===== src/rtl/vcg_consts.svh =====
`ifndef VCG_CONSTS_SVH
`define VCG_CONSTS_SVH

`define VCG_OFF_G2_CTL 8'h15
`define VCG_OFF_G3_MASK 8'h16
`define VCG_OFF_G3_LEVEL 8'h17
`define VCG_OFF_G3_CTL 8'h18
`define VCG_OFF_SECOND_GROUP_ID 8'h19
`define VCG_OFF_FIRST_GROUP_ID 8'h1a
`define VCG_OFF_OWN_ADDR 8'h1b
`define VCG_OFF_PART_ID 8'h1c

`define VCG_MASK_RST 8'hff
`define VCG_LEVEL_RST 8'hd2
`define VCG_SPI_ADDR_RST 7'h40
`define VCG_CTL_QTR 0
`define VCG_CTL_MUTE 1
`define VCG_ADDR_EN 0

// 2*code + qtr - 420 gives quarter-dB units
`define VCG_QDB_OFFSET 11'sh1a4
`define VCG_QDB_MAX 11'sh058
`define VCG_QDB_MIN 11'sh680

`define VCG_ZC_IMMEDIATE 2'h0
`define VCG_CLK_MHZ 10
`define VCG_TO_BASE_US 2
`define VCG_TO_BASE_CYC 12'(`VCG_TO_BASE_US * `VCG_CLK_MHZ)
`define VCG_TO_MAX_CODE 7
`define VCG_WAIT_MAX 12'(`VCG_TO_BASE_CYC << `VCG_TO_MAX_CODE)

`endif


===== src/rtl/vcg_pkg.sv =====
`default_nettype none
package vcg_pkg;
    typedef logic signed [10:0] vcg_qdb_t;
    typedef enum logic [0:0] {
        VCG_IDLE = 1'b0,
        VCG_WAIT = 1'b1
    } vcg_apply_e;
endpackage
`default_nettype wire


===== src/rtl/vcg_chan_apply.sv =====
`timescale 1ns/1ps
`default_nettype none
`include "vcg_consts.svh"

module vcg_chan_apply (
    input wire logic sys_clk, // system clock
    input wire logic reset, // sync reset, high
    input wire logic include_ch, // channel follows group 3
    input wire vcg_pkg::vcg_qdb_t group_qdb, // clamped group level
    input wire logic group_mute, // group 3 silence
    input wire logic [1:0] zc_mode, // zero cross select
    input wire logic [11:0] timeout_cyc, // wait limit in cycles
    input wire logic zero_cross, // synchronised crossing
    output vcg_pkg::vcg_qdb_t chan_qdb_r, // applied contribution
    output logic chan_mute_r // applied mute
);
    vcg_pkg::vcg_apply_e state_r;
    logic [11:0] wait_cnt_r;
    vcg_pkg::vcg_qdb_t target;
    logic [11:0] wait_age_r;

    // an excluded channel sees neither level nor mute
    assign target = include_ch ? group_qdb : 11'sh000;

    always_ff @(posedge sys_clk) begin
        if (reset) begin
            chan_mute_r <= 1'b0;
        end else begin
            chan_mute_r <= include_ch & group_mute;
        end
    end

    always_ff @(posedge sys_clk) begin
        if (reset) begin
            state_r <= vcg_pkg::VCG_IDLE;
            chan_qdb_r <= 11'sh000;
            wait_cnt_r <= 12'h000;
        end else begin
            case (state_r)
                vcg_pkg::VCG_IDLE: begin
                    wait_cnt_r <= 12'h000;
                    if (target != chan_qdb_r) begin
                        if (zc_mode == `VCG_ZC_IMMEDIATE) begin
                            chan_qdb_r <= target;
                        end else begin
                            state_r <= vcg_pkg::VCG_WAIT;
                        end
                    end
                end
                vcg_pkg::VCG_WAIT: begin
                    // latest target taken; avoids a stale step
                    wait_cnt_r <= wait_cnt_r + 12'h001;
                    if (zero_cross || wait_cnt_r >= timeout_cyc) begin
                        chan_qdb_r <= target;
                        state_r <= vcg_pkg::VCG_IDLE;
                    end
                end
                default: state_r <= vcg_pkg::VCG_IDLE;
            endcase
        end
    end

    // cycles spent waiting, kept apart from the exit counter
    always_ff @(posedge sys_clk) begin
        if (reset || state_r != vcg_pkg::VCG_WAIT) begin
            wait_age_r <= 12'h000;
        end else begin
            wait_age_r <= wait_age_r + 12'h001;
        end
    end

    property p_excluded_zero;
        @(posedge sys_clk) disable iff (reset)
        (!include_ch && zc_mode == `VCG_ZC_IMMEDIATE
            && state_r == vcg_pkg::VCG_IDLE)
        |=> (chan_qdb_r == 11'sh000) && !chan_mute_r;
    endproperty
    a_excluded_zero: assert property (p_excluded_zero)
        else $error("excluded channel still affected");

    property p_included_mute;
        @(posedge sys_clk) disable iff (reset)
        (include_ch && group_mute) |=> chan_mute_r;
    endproperty
    a_included_mute: assert property (p_included_mute)
        else $error("included channel not muted");

    property p_wait_bounded;
        @(posedge sys_clk) disable iff (reset)
        (state_r == vcg_pkg::VCG_WAIT) |-> (wait_age_r <= `VCG_WAIT_MAX);
    endproperty
    a_wait_bounded: assert property (p_wait_bounded)
        else $error("pending level change never applied");
endmodule
`default_nettype wire


===== src/rtl/vcg_group3_regs.sv =====
// Contract
// - group 2 quarter bit adds quarter dB
// - mask bit one: channel follows group 3
// - mask bit zero: channel unaffected by group
// - mask resets to all ones
// - level steps all included channels half dB
// - code is twice dB plus 210
// - any code accepted, result clamped +22/-96
// - changes follow zero cross mode and timeout; mute applies next cycle without waiting
// - silence bit mutes group, resets zero
// - group 3 quarter bit adds quarter dB
// - second group id, rewritable, SPI reset 40h
// - second group accept gates group 2 hits
// - first group id, rewritable, SPI reset 40h
// - first group accept gates group 1 hits
// - own address, rewritable, SPI reset 40h
// - own address bit 0 drives chain enable
// - identification register read only, code+revision
`timescale 1ns/1ps
`default_nettype none
`include "vcg_consts.svh"

module vcg_group3_regs #(
    parameter logic [6:0] I2C_DEFAULT_ADDR = 7'h00, // strap-table default
    parameter logic [3:0] PART_CODE = 4'h5, // arbitrary value
    parameter logic [3:0] REVISION = 4'h1 // arbitrary value
) (
    input wire logic sys_clk, // 10 MHz clock
    input wire logic reset, // sync reset, high
    input wire logic spi_mode_pin, // high when port runs SPI
    input wire logic reg_wr_en, // write strobe from port
    input wire logic reg_rd_en, // read strobe from port
    input wire logic [7:0] reg_addr, // register offset
    input wire logic [7:0] reg_wdata, // write data
    output logic [7:0] reg_rdata_r, // read data, next cycle
    input wire logic probe_valid, // port saw a chip address
    input wire logic [6:0] probe_addr, // address seen on the bus
    output logic addr_hit_r, // transfer is for this chip
    input wire logic [1:0] zero_cross_select, // from config reg two
    input wire logic [2:0] zc_timeout, // from config reg two
    input wire logic [7:0] chan_zero_cross_pin, // per channel crossing
    output logic chain_enable_output, // next device enable
    output logic group2_quarter_step, // quarter dB for group 2
    output vcg_pkg::vcg_qdb_t group3_qdb_r, // clamped quarter dB level
    output vcg_pkg::vcg_qdb_t chan_qdb_r [8], // per channel contribution
    output logic [7:0] chan_mute_r // per channel group mute
);
    logic [7:0] group3_channel_include;
    logic [7:0] group3_level_code;
    logic group3_silence;
    logic group3_quarter_step;
    logic [6:0] second_group_id;
    logic second_group_accept;
    logic [6:0] first_group_id;
    logic first_group_accept;
    logic [6:0] own_id;
    logic spi_meta_r;
    logic spi_sync_r;
    logic reset_d_r;
    logic [7:0] zc_meta_r;
    logic [7:0] zc_sync_r;
    logic [6:0] addr_rst;
    logic [11:0] timeout_cyc;
    vcg_pkg::vcg_qdb_t raw_qdb;
    logic [7:0] rd_mux;

    // strap is free-running so reset can sample it
    always_ff @(posedge sys_clk) begin
        spi_meta_r <= spi_mode_pin;
        spi_sync_r <= spi_meta_r;
        zc_meta_r <= chan_zero_cross_pin;
        zc_sync_r <= zc_meta_r;
    end

    assign addr_rst = spi_sync_r ? `VCG_SPI_ADDR_RST : I2C_DEFAULT_ADDR;

    // strap may settle only on the last reset edge; reload ids once after
    always_ff @(posedge sys_clk) begin
        reset_d_r <= reset;
    end

    always_ff @(posedge sys_clk) begin
        if (reset) begin
            group3_channel_include <= `VCG_MASK_RST;
            group3_level_code <= `VCG_LEVEL_RST;
            group3_silence <= 1'b0;
            group3_quarter_step <= 1'b0;
            group2_quarter_step <= 1'b0;
        end else if (reg_wr_en) begin
            case (reg_addr)
                `VCG_OFF_G2_CTL: begin
                    group2_quarter_step <= reg_wdata[`VCG_CTL_QTR];
                end
                `VCG_OFF_G3_MASK: begin
                    group3_channel_include <= reg_wdata;
                end
                `VCG_OFF_G3_LEVEL: begin
                    group3_level_code <= reg_wdata;
                end
                `VCG_OFF_G3_CTL: begin
                    group3_silence <= reg_wdata[`VCG_CTL_MUTE];
                    group3_quarter_step <= reg_wdata[`VCG_CTL_QTR];
                end
                default: begin
                end
            endcase
        end
    end

    always_ff @(posedge sys_clk) begin
        if (reset) begin
            second_group_id <= addr_rst;
            second_group_accept <= 1'b0;
            first_group_id <= addr_rst;
            first_group_accept <= 1'b0;
            own_id <= addr_rst;
            chain_enable_output <= 1'b0;
        end else begin
            if (reset_d_r) begin
                second_group_id <= addr_rst;
                first_group_id <= addr_rst;
                own_id <= addr_rst;
            end
            // a write in the same cycle wins over the reload
            if (reg_wr_en) begin
                case (reg_addr)
                    `VCG_OFF_SECOND_GROUP_ID: begin
                        second_group_id <= reg_wdata[7:1];
                        second_group_accept <= reg_wdata[`VCG_ADDR_EN];
                    end
                    `VCG_OFF_FIRST_GROUP_ID: begin
                        first_group_id <= reg_wdata[7:1];
                        first_group_accept <= reg_wdata[`VCG_ADDR_EN];
                    end
                    `VCG_OFF_OWN_ADDR: begin
                        own_id <= reg_wdata[7:1];
                        chain_enable_output <= reg_wdata[`VCG_ADDR_EN];
                    end
                    default: begin
                    end
                endcase
            end
        end
    end

    // other offsets belong to neighbouring slices and read as zero here
    always_comb begin
        rd_mux = 8'h00;
        case (reg_addr)
            `VCG_OFF_G2_CTL: rd_mux = {7'h00, group2_quarter_step};
            `VCG_OFF_G3_MASK: rd_mux = group3_channel_include;
            `VCG_OFF_G3_LEVEL: rd_mux = group3_level_code;
            `VCG_OFF_G3_CTL: begin
                rd_mux = {6'h00, group3_silence, group3_quarter_step};
            end
            `VCG_OFF_SECOND_GROUP_ID: rd_mux = {second_group_id, second_group_accept};
            `VCG_OFF_FIRST_GROUP_ID: rd_mux = {first_group_id, first_group_accept};
            `VCG_OFF_OWN_ADDR: rd_mux = {own_id, chain_enable_output};
            `VCG_OFF_PART_ID: rd_mux = {PART_CODE, REVISION};
            default: rd_mux = 8'h00;
        endcase
    end

    always_ff @(posedge sys_clk) begin
        if (reset) begin
            reg_rdata_r <= 8'h00;
        end else if (reg_rd_en) begin
            reg_rdata_r <= rd_mux;
        end
    end

    // own address always answers; group addresses only when accepted
    always_ff @(posedge sys_clk) begin
        if (reset) begin
            addr_hit_r <= 1'b0;
        end else begin
            addr_hit_r <= probe_valid && ((probe_addr == own_id)
                || (second_group_accept && probe_addr == second_group_id)
                || (first_group_accept && probe_addr == first_group_id));
        end
    end

    // {code, qtr} is 2*code+qtr, so one subtract gives quarter-dB units
    assign raw_qdb = $signed({2'b00, group3_level_code, group3_quarter_step})
        - `VCG_QDB_OFFSET;

    always_ff @(posedge sys_clk) begin
        if (reset) begin
            group3_qdb_r <= 11'sh000;
        end else if (raw_qdb > `VCG_QDB_MAX) begin
            group3_qdb_r <= `VCG_QDB_MAX;
        end else if (raw_qdb < `VCG_QDB_MIN) begin
            group3_qdb_r <= `VCG_QDB_MIN;
        end else begin
            group3_qdb_r <= raw_qdb;
        end
    end

    assign timeout_cyc = `VCG_TO_BASE_CYC << zc_timeout;

    for (genvar ch = 0; ch < 8; ch++) begin : g_chan
        vcg_chan_apply u_apply (
            .sys_clk(sys_clk),
            .reset(reset),
            .include_ch(group3_channel_include[ch]),
            .group_qdb(group3_qdb_r),
            .group_mute(group3_silence),
            .zc_mode(zero_cross_select),
            .timeout_cyc(timeout_cyc),
            .zero_cross(zc_sync_r[ch]),
            .chan_qdb_r(chan_qdb_r[ch]),
            .chan_mute_r(chan_mute_r[ch])
        );
    end

    property p_mask_reset;
        @(posedge sys_clk)
        reset |=> (group3_channel_include == `VCG_MASK_RST);
    endproperty
    a_mask_reset: assert property (p_mask_reset)
        else $error("channel mask not all ones after reset");

    property p_zero_db_reset;
        @(posedge sys_clk)
        reset ##1 reset |=> (group3_qdb_r == 11'sh000) && !group3_silence;
    endproperty
    a_zero_db_reset: assert property (p_zero_db_reset)
        else $error("group level not zero dB after reset");

    property p_clamp_top;
        @(posedge sys_clk) disable iff (reset)
        (reg_wr_en && reg_addr == `VCG_OFF_G3_LEVEL && reg_wdata == 8'hff)
        |=> ##1 (group3_qdb_r == `VCG_QDB_MAX);
    endproperty
    a_clamp_top: assert property (p_clamp_top)
        else $error("level above range not clamped");

    property p_clamp_bottom;
        @(posedge sys_clk) disable iff (reset)
        (reg_wr_en && reg_addr == `VCG_OFF_G3_LEVEL && reg_wdata == 8'h00)
        |=> ##1 (group3_qdb_r == `VCG_QDB_MIN);
    endproperty
    a_clamp_bottom: assert property (p_clamp_bottom)
        else $error("level below range not clamped");

    property p_quarter_adds;
        @(posedge sys_clk) disable iff (reset)
        (reg_wr_en && reg_addr == `VCG_OFF_G3_CTL && reg_wdata[0]
            && group3_level_code == `VCG_LEVEL_RST)
        |=> ##1 (group3_qdb_r == 11'sh001);
    endproperty
    a_quarter_adds: assert property (p_quarter_adds)
        else $error("quarter step not added");

    property p_ctl_reserved;
        @(posedge sys_clk) disable iff (reset)
        (reg_rd_en && reg_addr == `VCG_OFF_G3_CTL)
        |=> (reg_rdata_r[7:2] == 6'h00);
    endproperty
    a_ctl_reserved: assert property (p_ctl_reserved)
        else $error("reserved control bits read non-zero");

    property p_id_read;
        @(posedge sys_clk) disable iff (reset)
        (reg_rd_en && reg_addr == `VCG_OFF_PART_ID)
        |=> (reg_rdata_r == {PART_CODE, REVISION});
    endproperty
    a_id_read: assert property (p_id_read)
        else $error("identification read wrong");

    property p_chain_follows;
        @(posedge sys_clk) disable iff (reset)
        (reg_wr_en && reg_addr == `VCG_OFF_OWN_ADDR)
        |=> (chain_enable_output == $past(reg_wdata[0]));
    endproperty
    a_chain_follows: assert property (p_chain_follows)
        else $error("chain enable does not follow bit 0");

    property p_group1_gate;
        @(posedge sys_clk) disable iff (reset)
        (probe_valid && probe_addr == first_group_id
            && probe_addr != own_id && !first_group_accept
            && !(second_group_accept && probe_addr == second_group_id))
        |=> !addr_hit_r;
    endproperty
    a_group1_gate: assert property (p_group1_gate)
        else $error("disabled first group address answered");

    property p_group2_hit;
        @(posedge sys_clk) disable iff (reset)
        (probe_valid && second_group_accept && probe_addr == second_group_id)
        |=> addr_hit_r;
    endproperty
    a_group2_hit: assert property (p_group2_hit)
        else $error("enabled second group address ignored");

    property p_spi_addr_reset;
        @(posedge sys_clk)
        ($fell(reset) && spi_sync_r && !reg_wr_en)
        |=> (own_id == `VCG_SPI_ADDR_RST)
            && (first_group_id == `VCG_SPI_ADDR_RST)
            && (second_group_id == `VCG_SPI_ADDR_RST);
    endproperty
    a_spi_addr_reset: assert property (p_spi_addr_reset)
        else $error("SPI default address wrong");

    property p_i2c_addr_reset;
        @(posedge sys_clk)
        ($fell(reset) && !spi_sync_r && !reg_wr_en)
        |=> (own_id == I2C_DEFAULT_ADDR)
            && (first_group_id == I2C_DEFAULT_ADDR)
            && (second_group_id == I2C_DEFAULT_ADDR);
    endproperty
    a_i2c_addr_reset: assert property (p_i2c_addr_reset)
        else $error("I2C default address wrong");
endmodule
`default_nettype wire


===== config.mk =====
export PLATFORM = sky130hd
export DESIGN_NAME = vcg_group3_regs
export DESIGN_NICKNAME = d
export VERILOG_FILES = /design/src/rtl/vcg_pkg.sv /design/src/rtl/vcg_chan_apply.sv /design/src/rtl/vcg_group3_regs.sv
export VERILOG_INCLUDE_DIRS = /design/src /design/src/rtl
export SDC_FILE = /design/constraint.sdc
export NUM_CORES = 1
export LEC_CHECK = 0
export BUFFER_PORTS_ARGS = -buffer_cell sky130_fd_sc_hd__buf_2
export CORE_MARGIN = 3
export CORE_UTILIZATION = 50
export DETAILED_ROUTE_END_ITERATION = 6
export GPL_ROUTABILITY_DRIVEN = 0
export PLACE_DENSITY = 0.72
export SYNTH_ARGS = -nofsm -noshare
export SYNTH_HDL_FRONTEND = slang
export SYNTH_HIERARCHICAL = 1
export SYNTH_SLANG_ARGS = --single-unit

===== constraint.sdc =====
create_clock -name sys_clk -period 3 [get_ports sys_clk]
set_input_delay 0.15 -clock sys_clk [delete_from_list [all_inputs] [get_ports sys_clk]]
set_output_delay 0.15 -clock sys_clk [all_outputs]
set_load 0.05 [all_outputs]

# Yosys cells after proc, flatten, opt, wreduce, memory -nomap -nowiden
# Index checks and enable logic that the tools add are counted.
dict set report totals {
  ff_bits 282
  latchBits 0
  ram_bits 0
  romBits 0
  inputBits 42
  elab_cells 252
  mem_count 0
}
dict set report classes {
  addsub 9
  multipliers 0
  n_div 0
  magnitude_cmp 10
  eq_ne 43
  shifts 1
  mux 89
  bitwise 16
  reduce_logical 31
}
# op n
set ops {}
lappend ops {{2-to-1 mux 11 bit} 33}
lappend ops {{one-hot mux 12 bit (2 select lines)} 8}
lappend ops {{one-hot mux 11 bit (2 select lines)} 8}
lappend ops {{2-to-1 mux 7 bit} 14}
lappend ops {{adder 12 x 1 -> 12 bit (second input constant)} 8}
lappend ops {{>= comparator 12 bit} 8}
lappend ops {{!= test 11 bit} 8}
lappend ops {{== test 8 x 5 -> 1 bit (second input constant)} 8}
lappend ops {{one-hot mux 8 bit (8 select lines)} 1}
lappend ops {{!= test 2 bit (second input constant)} 15}
lappend ops {{AND reduction 3 bit} 8}
lappend ops {{== test 7 bit} 3}
lappend ops {{!= test 2 x 1 -> 1 bit (second input constant)} 9}
lappend ops {{2-to-1 mux 1 bit} 17}
lappend ops {{one-hot mux 1 bit (2 select lines)} 8}
lappend ops {{AND reduction 2 bit} 7}
lappend ops {{left shift 5 x 3 -> 12 bit (first input constant)} 1}
lappend ops {{greater-than comparator 10 x 8 -> 1 bit (second input constant)} 1}
lappend ops {{logical OR 1 bit} 10}
lappend ops {{< comparator 10 bit (second input constant)} 1}
lappend ops {{subtractor 9 x 9 -> 10 bit (second input constant)} 1}
lappend ops {{AND 1 bit} 8}
lappend ops {{NOT 1 bit} 8}
lappend ops {{logical AND 1 bit} 3}
lappend ops {{3 further kinds} 3}

# Depth between registers and ports, before layout
dict set report logic_depth {
  ltp_word 5
  depth_mapped 12
}

# Modules after synthesis
# Netlist, hierarchy kept.
# mod n_inst cells_each area_per_inst_um2
set by_module_without_submodules {}
lappend by_module_without_submodules {vcg_chan_apply 8 200 1576.5}
lappend by_module_without_submodules {vcg_group3_regs 1 385 3594.7}

# Worst setup path after synthesis
# Ideal clock, no wire load.
dict set report synth_path {
  kind {register to register}
  start {register group3_qdb_r[9]}
  end {register g_chan[0].u_apply.chan_qdb_r[5]}
  arrival_time_ns 3.195
  setup_slack_ns -0.265
  path_stages_with_launch 8
  period_less_slack_ns 3.265
  cell_sequence {dfxtp_1 nand2_1 nor4b_1 o32ai_1 nor4_1 clkbuf_1 o21ai_0 a21oi_1}
}
dict set report synth_between {
  elab_chain_len 4
}
# element line_no
set synth_rtl {}
lappend synth_rtl {{start: declaration} vcg_group3_regs.sv:44} ;# output vcg_pkg::vcg_qdb_t group3_qdb_r,
lappend synth_rtl {{start signal: assignment} vcg_group3_regs.sv:191} ;# group3_qdb_r <= `VCG_QDB_MAX;
lappend synth_rtl {{start signal: assignment} vcg_group3_regs.sv:193} ;# group3_qdb_r <= `VCG_QDB_MIN;
lappend synth_rtl {{start signal: assignment} vcg_group3_regs.sv:195} ;# group3_qdb_r <= raw_qdb;
lappend synth_rtl {{2-to-1 mux 11 bit} vcg_chan_apply.sv:23} ;# assign target = include_ch ? group_qdb : 11'sh000;
lappend synth_rtl {{!= test 11 bit} vcg_chan_apply.sv:42} ;# if (target != chan_qdb_r) begin
lappend synth_rtl {{!= test 2 x 1 -> 1 bit (no source line)} --}
lappend synth_rtl {{AND reduction 3 bit (no source line)} --}
lappend synth_rtl {{end signal: assignment} vcg_chan_apply.sv:44} ;# chan_qdb_r <= target;
lappend synth_rtl {{end signal: assignment} vcg_chan_apply.sv:54} ;# chan_qdb_r <= target;
lappend synth_rtl {{end: declaration} vcg_chan_apply.sv:14} ;# output vcg_pkg::vcg_qdb_t chan_qdb_r,
# No other way between the ends.
# A chain may end at the register's enable or synchronous reset.

# Worst setup path in the final report
dict set report layout_path {
  start {register group3_channel_include[2]}
  end {register g_chan[2].u_apply.chan_qdb_r[10]}
}
dict set report layout_between {
  elab_chain_len 4
  word_cells_on_any_way 8
  cone_classes {eq/ne (2); mux (5); reduce/logical (1)}
}
# element line_no
set layout_rtl {}
lappend layout_rtl {{start: declaration} vcg_group3_regs.sv:48} ;# logic [7:0] group3_channel_include;
lappend layout_rtl {{start signal: assignment} vcg_group3_regs.sv:84} ;# group3_channel_include <= `VCG_MASK_RST;
lappend layout_rtl {{start signal: assignment} vcg_group3_regs.sv:95} ;# group3_channel_include <= reg_wdata;
lappend layout_rtl {{2-to-1 mux 11 bit *} vcg_chan_apply.sv:23}
lappend layout_rtl {{!= test 11 bit or 2-to-1 mux 11 bit (tied branches)} {vcg_chan_apply.sv:42, vcg_chan_apply.sv:43}}
lappend layout_rtl {{!= test 2 x 1 -> 1 bit (no source line) or 2-to-1 mux 11 bit (tied branches)} --}
lappend layout_rtl {{AND reduction 3 bit (no source line) or one-hot mux 11 bit (2 select lines) (tied branches)} --}
lappend layout_rtl {{end signal: assignment} vcg_chan_apply.sv:44}
lappend layout_rtl {{end signal: assignment} vcg_chan_apply.sv:54}
lappend layout_rtl {{end: declaration} vcg_chan_apply.sv:14}
# Mark *: on every way between the ends. The rest lies on a longest branch, timed or not. The select of a mux whose other input is x is not followed.

==> summary.txt <==
Worst hold path
  – Hold WC Path Type: primary input to register
  – HP Start: reg_wr_en
  – WHS Path Cells: 4
  – Hold worst-path end: group3_quarter_step$_SDFFE_PP0P_

Yosys
  – Distinct cell type count after synthesis: 55
  – Post-synthesis async set-or-reset flop share: 0
  – Synth warnings: 6
  – Post-synth top area share: 0.347
  – Most numerous cell in the Yosys netlist: dfxtp_1
  – Post-synthesis instance total: 1985
  – Synthesized area per cell: 8.16 um^2
  – Top FF cell, synth: dfxtp_1
  – Post-synth EDFFs: 0
  – Largest cells by area after synthesis: dfxtp_1, ha_1, xor2_1, a21oi_1, or3_1
  – Netlist Area Pre-Place: 0.0162 mm^2
  – Top cells by count, synth: dfxtp_1, nor2_1, a21oi_1
  – Leading area contributor after synthesis: dfxtp_1
  – Register area share after synthesis: 0.347
  – #FFs+latches synth: 281

Clocking
  – Setup Fix Bufs, Post-CTS: 0
  – CTS buffer count: 31
  – Worst-Skew Late Latency: 580 ps
  – CTS Buffer Depth: 3
  – PostCTS Resize Cnt: 0
  – Root Buffer: clkbuf_16
  – Clock sinks: 281
  – CTS clock-pin slew for the worst setup and hold paths: 60 ps
  – Total number of H-tree levels: 1
  – CTS tree: done

Route
  – Total Wirelength: 44.2 mm
  – Antenna Violating Nets Remaining: 0
  – Via/cell ratio: 5.72
  – DRT Pass-1 Iters: 5
  – DRC Markers: 0
  – Initial DRC Count: 987
  – Wire per inst: 17.0 um
  – Routed vias: 14884

Power and ir drop
  – PwrDens: 436 mW/mm^2
  – Leakage power: 7.71 nW
  – Internal Power: 6.28 mW
  – Sw Ratio: 0.237
  – Clock power frac: 0.479
  – Comb power frac: 0.062
  – Switch Pwr: 1.96 mW
  – Worst IR Drop VDD: 0.444 mV
  – Sequential power share: 0.458
  – Total Power: 8.24 mW

Flow run
  – Max-cap violations: 0

Global route
  – Gr ovfl total: 0
  – Initial antenna violation count: 0
  – Tot GR Track Use: 0.252
  – Grt met2 use: 0.436
  – Met1 Usage GRT: 0.321
  – Via count of the first global-routing pass: 14384
  – First-pass GRT wire length: 72.4 mm
  – Most Crowded Layer GR: met2
  – Met3 usage: 0.0381
  – Largest net degree at the start of global routing: 55

Finish
  – Area Overhead vs Synth: 16.5%
  – # diodes: 0
  – Layout cells sized above 1: 0.138
  – Final nets: 2324
  – Fillers: 2806
  – Final design utilization: 0.595

Timing
  – Endpoints failing hold: 0
  – Clk_skew: 32.5 ps
  – Worst-Margin Slew: 1050 ps
  – Max_slew headroom: 0.300
  – Final Slew Violations: 0
  – Tcrit/Tclk final: 0.869
  – Final setup fails: 0
  – Max Freq: 0.384 GHz
  – RSZ-0062 raised after global routing: false
  – Final worst slack: 394 ps
  – Final min period: 2610 ps
  – Setup TNS: 0 ps

Worst setup path
  – Crit Path Category: register to register
  – Worst Reg-to-Reg Cells: 7
  – Required @ worst endpoint: 3480 ps
  – R2R Path Start: group3_channel_include[2]$_SDFFE_PP1P_
  – Crit path arrival time: 3090 ps
  – Startpoint Class: register
  – Crit Path Max Fanout: 27
  – Critical R2R Capture: g_chan[2].u_apply/chan_qdb_r[10]$_SDFFE_PP0P_
  – Worst setup EP type: register
  – Flop2flop setup slack: 390 ps

Die
  – # IOs: 160
  – DIE WIDTH: 186 um
  – Row count: 65
  – Die Area: 0.0346 mm^2
  – Initial core utilization: 0.511
  – Die height: 186 um
  – Placeable Area: 0.0317 mm^2

Placed design
  – Setup WS pre-CTS: 100 ps
  – Detailed Place HPWL: 30.6 mm
  – Number of I/O port buffers: 159

Status
  – Status: completed
## sequential cells by signal, summed over array words and instances (netlist names), 7 cells and up
signal and count:
g_chan.u_apply/state_r 8, group3_qdb_r 10, g_chan.u_apply/wait_cnt_r 96, g_chan.u_apply/chan_mute_r 8, group3_level_code 8, first_group_id 7
second_group_id 7, g_chan.u_apply/chan_qdb_r 88, reg_rdata_r 8, group3_channel_include 8, own_id 7, zc_meta_r 8
zc_sync_r 8
## worst max-delay path, stage by stage, from the launching register on
cell and delay, ps:
dfxtp_1 1010, o21a_1 240, nor3_1 50, o32ai_1 390, nor4_2 80, buf_4 210
or3_1 380, a21oi_1 140
## routing by layer
metal	routed length (um)	share of wire
met2	21200	0.48
met1	19100	0.43
met5	0	0
met3	2340	0.053
met4	1580	0.036
## layout by cell type (no fill, tap or decap), types with 10 or more instances in the layout
master         synthesis  routed
a211o_1               13      13
a21o_1                10      10
a21oi_1              151     151
and3_1                38      38
buf_2                 27     158
buf_4                  3      52
clkbuf_16              0      31
clkinv_2               0      10
conb_1                 1      16
dfxtp_1              281     280
dlygate4sd3_1          0      20
ha_1                 106     106
inv_1                123     123
mux2i_1               16      16
nand2_1              149     149
nand2b_1              23      23
nand3_1               78      78
nand3b_1              20      20
nand4_1               21      21
nand4b_1              17      17
nor2_1               191     191
nor2b_1               17      17
nor3_1                42      42
nor4b_1               16      16
o21a_1                50      50
o21ai_0              103     103
o22ai_1               31      31
o32ai_1               24      24
or3_1                116     116
xnor2_1               39      39
xor2_1               114     114
## stage by stage
step	hold WS [ps]	cells	area, um^2
floorplan	178	2000	16300
global placement	252	2525	17600
detailed placement	255	2525	17600
CTS	17.6	2602	18900
global route	71.2	2602	18900
finish	31.5	2602	18900
## repair_timing
action / CTS / global route
hold buffers: 20 / 0
hold endpoints to repair: 52 / 0
setup endpoints to repair: 0 / 0
## logic make-up after synthesis
logic type               count (synthesis)  share of synthesized area
buffers and inverters                  218                     0.0616
AND/OR/NAND/NOR                        762                      0.245
adder cells (fa/ha/maj)                106                     0.0818
XOR/XNOR                               153                     0.0827
other                                    1                   0.000231
flip-flops                             281                      0.347
multiplexers                            24                     0.0154
AO/OA/AOI/OAI                          440                      0.166
## worst max-delay path by stage
stage | from | slack [ps] | endpoint
after CTS | group3_channel_include[2]$_SDFFE_PP1P_ | 410 | g_chan[2].u_apply/chan_qdb_r[10]$_SDFFE_PP0P_
after global placement | zc_timeout[2] | 150 | g_chan[5].u_apply/chan_qdb_r[10]$_SDFFE_PP0P_
after detailed placement | zc_timeout[2] | 100 | g_chan[5].u_apply/chan_qdb_r[0]$_SDFFE_PP0P_
final | group3_channel_include[2]$_SDFFE_PP1P_ | 390 | g_chan[2].u_apply/chan_qdb_r[10]$_SDFFE_PP0P_
after global routing | group3_channel_include[2]$_SDFFE_PP1P_ | 230 | g_chan[2].u_apply/chan_qdb_r[3]$_SDFFE_PP0P_
after floorplan | zc_timeout[2] | 270 | g_chan[0].u_apply/chan_qdb_r[10]$_SDFFE_PP0P_
## layout make-up
type	instances	area, um^2	share of cell area
clock buffer	37	838	0.0444
clock inverter	20	218	0.0115
timing repair buffer	238	1540	0.0817
tap	402	503	0.0266
multi-input combinational	1501	9690	0.513
inverter	123	462	0.0245
sequential	281	5630	0.298
## power groups by stage
stage          logic, mW  registers (mW)  clock network [mW]
2_1_floorplan      0.308            3.85                   0
3_3_place_gp       0.470            3.86                   0
3_5_place_dp       0.485            3.86                   0
4_1_cts            0.508            3.77                4.02
5_1_grt            0.575            3.78                4.18
6_report           0.514            3.78                3.95
Power figures use the tool's default switching activity.
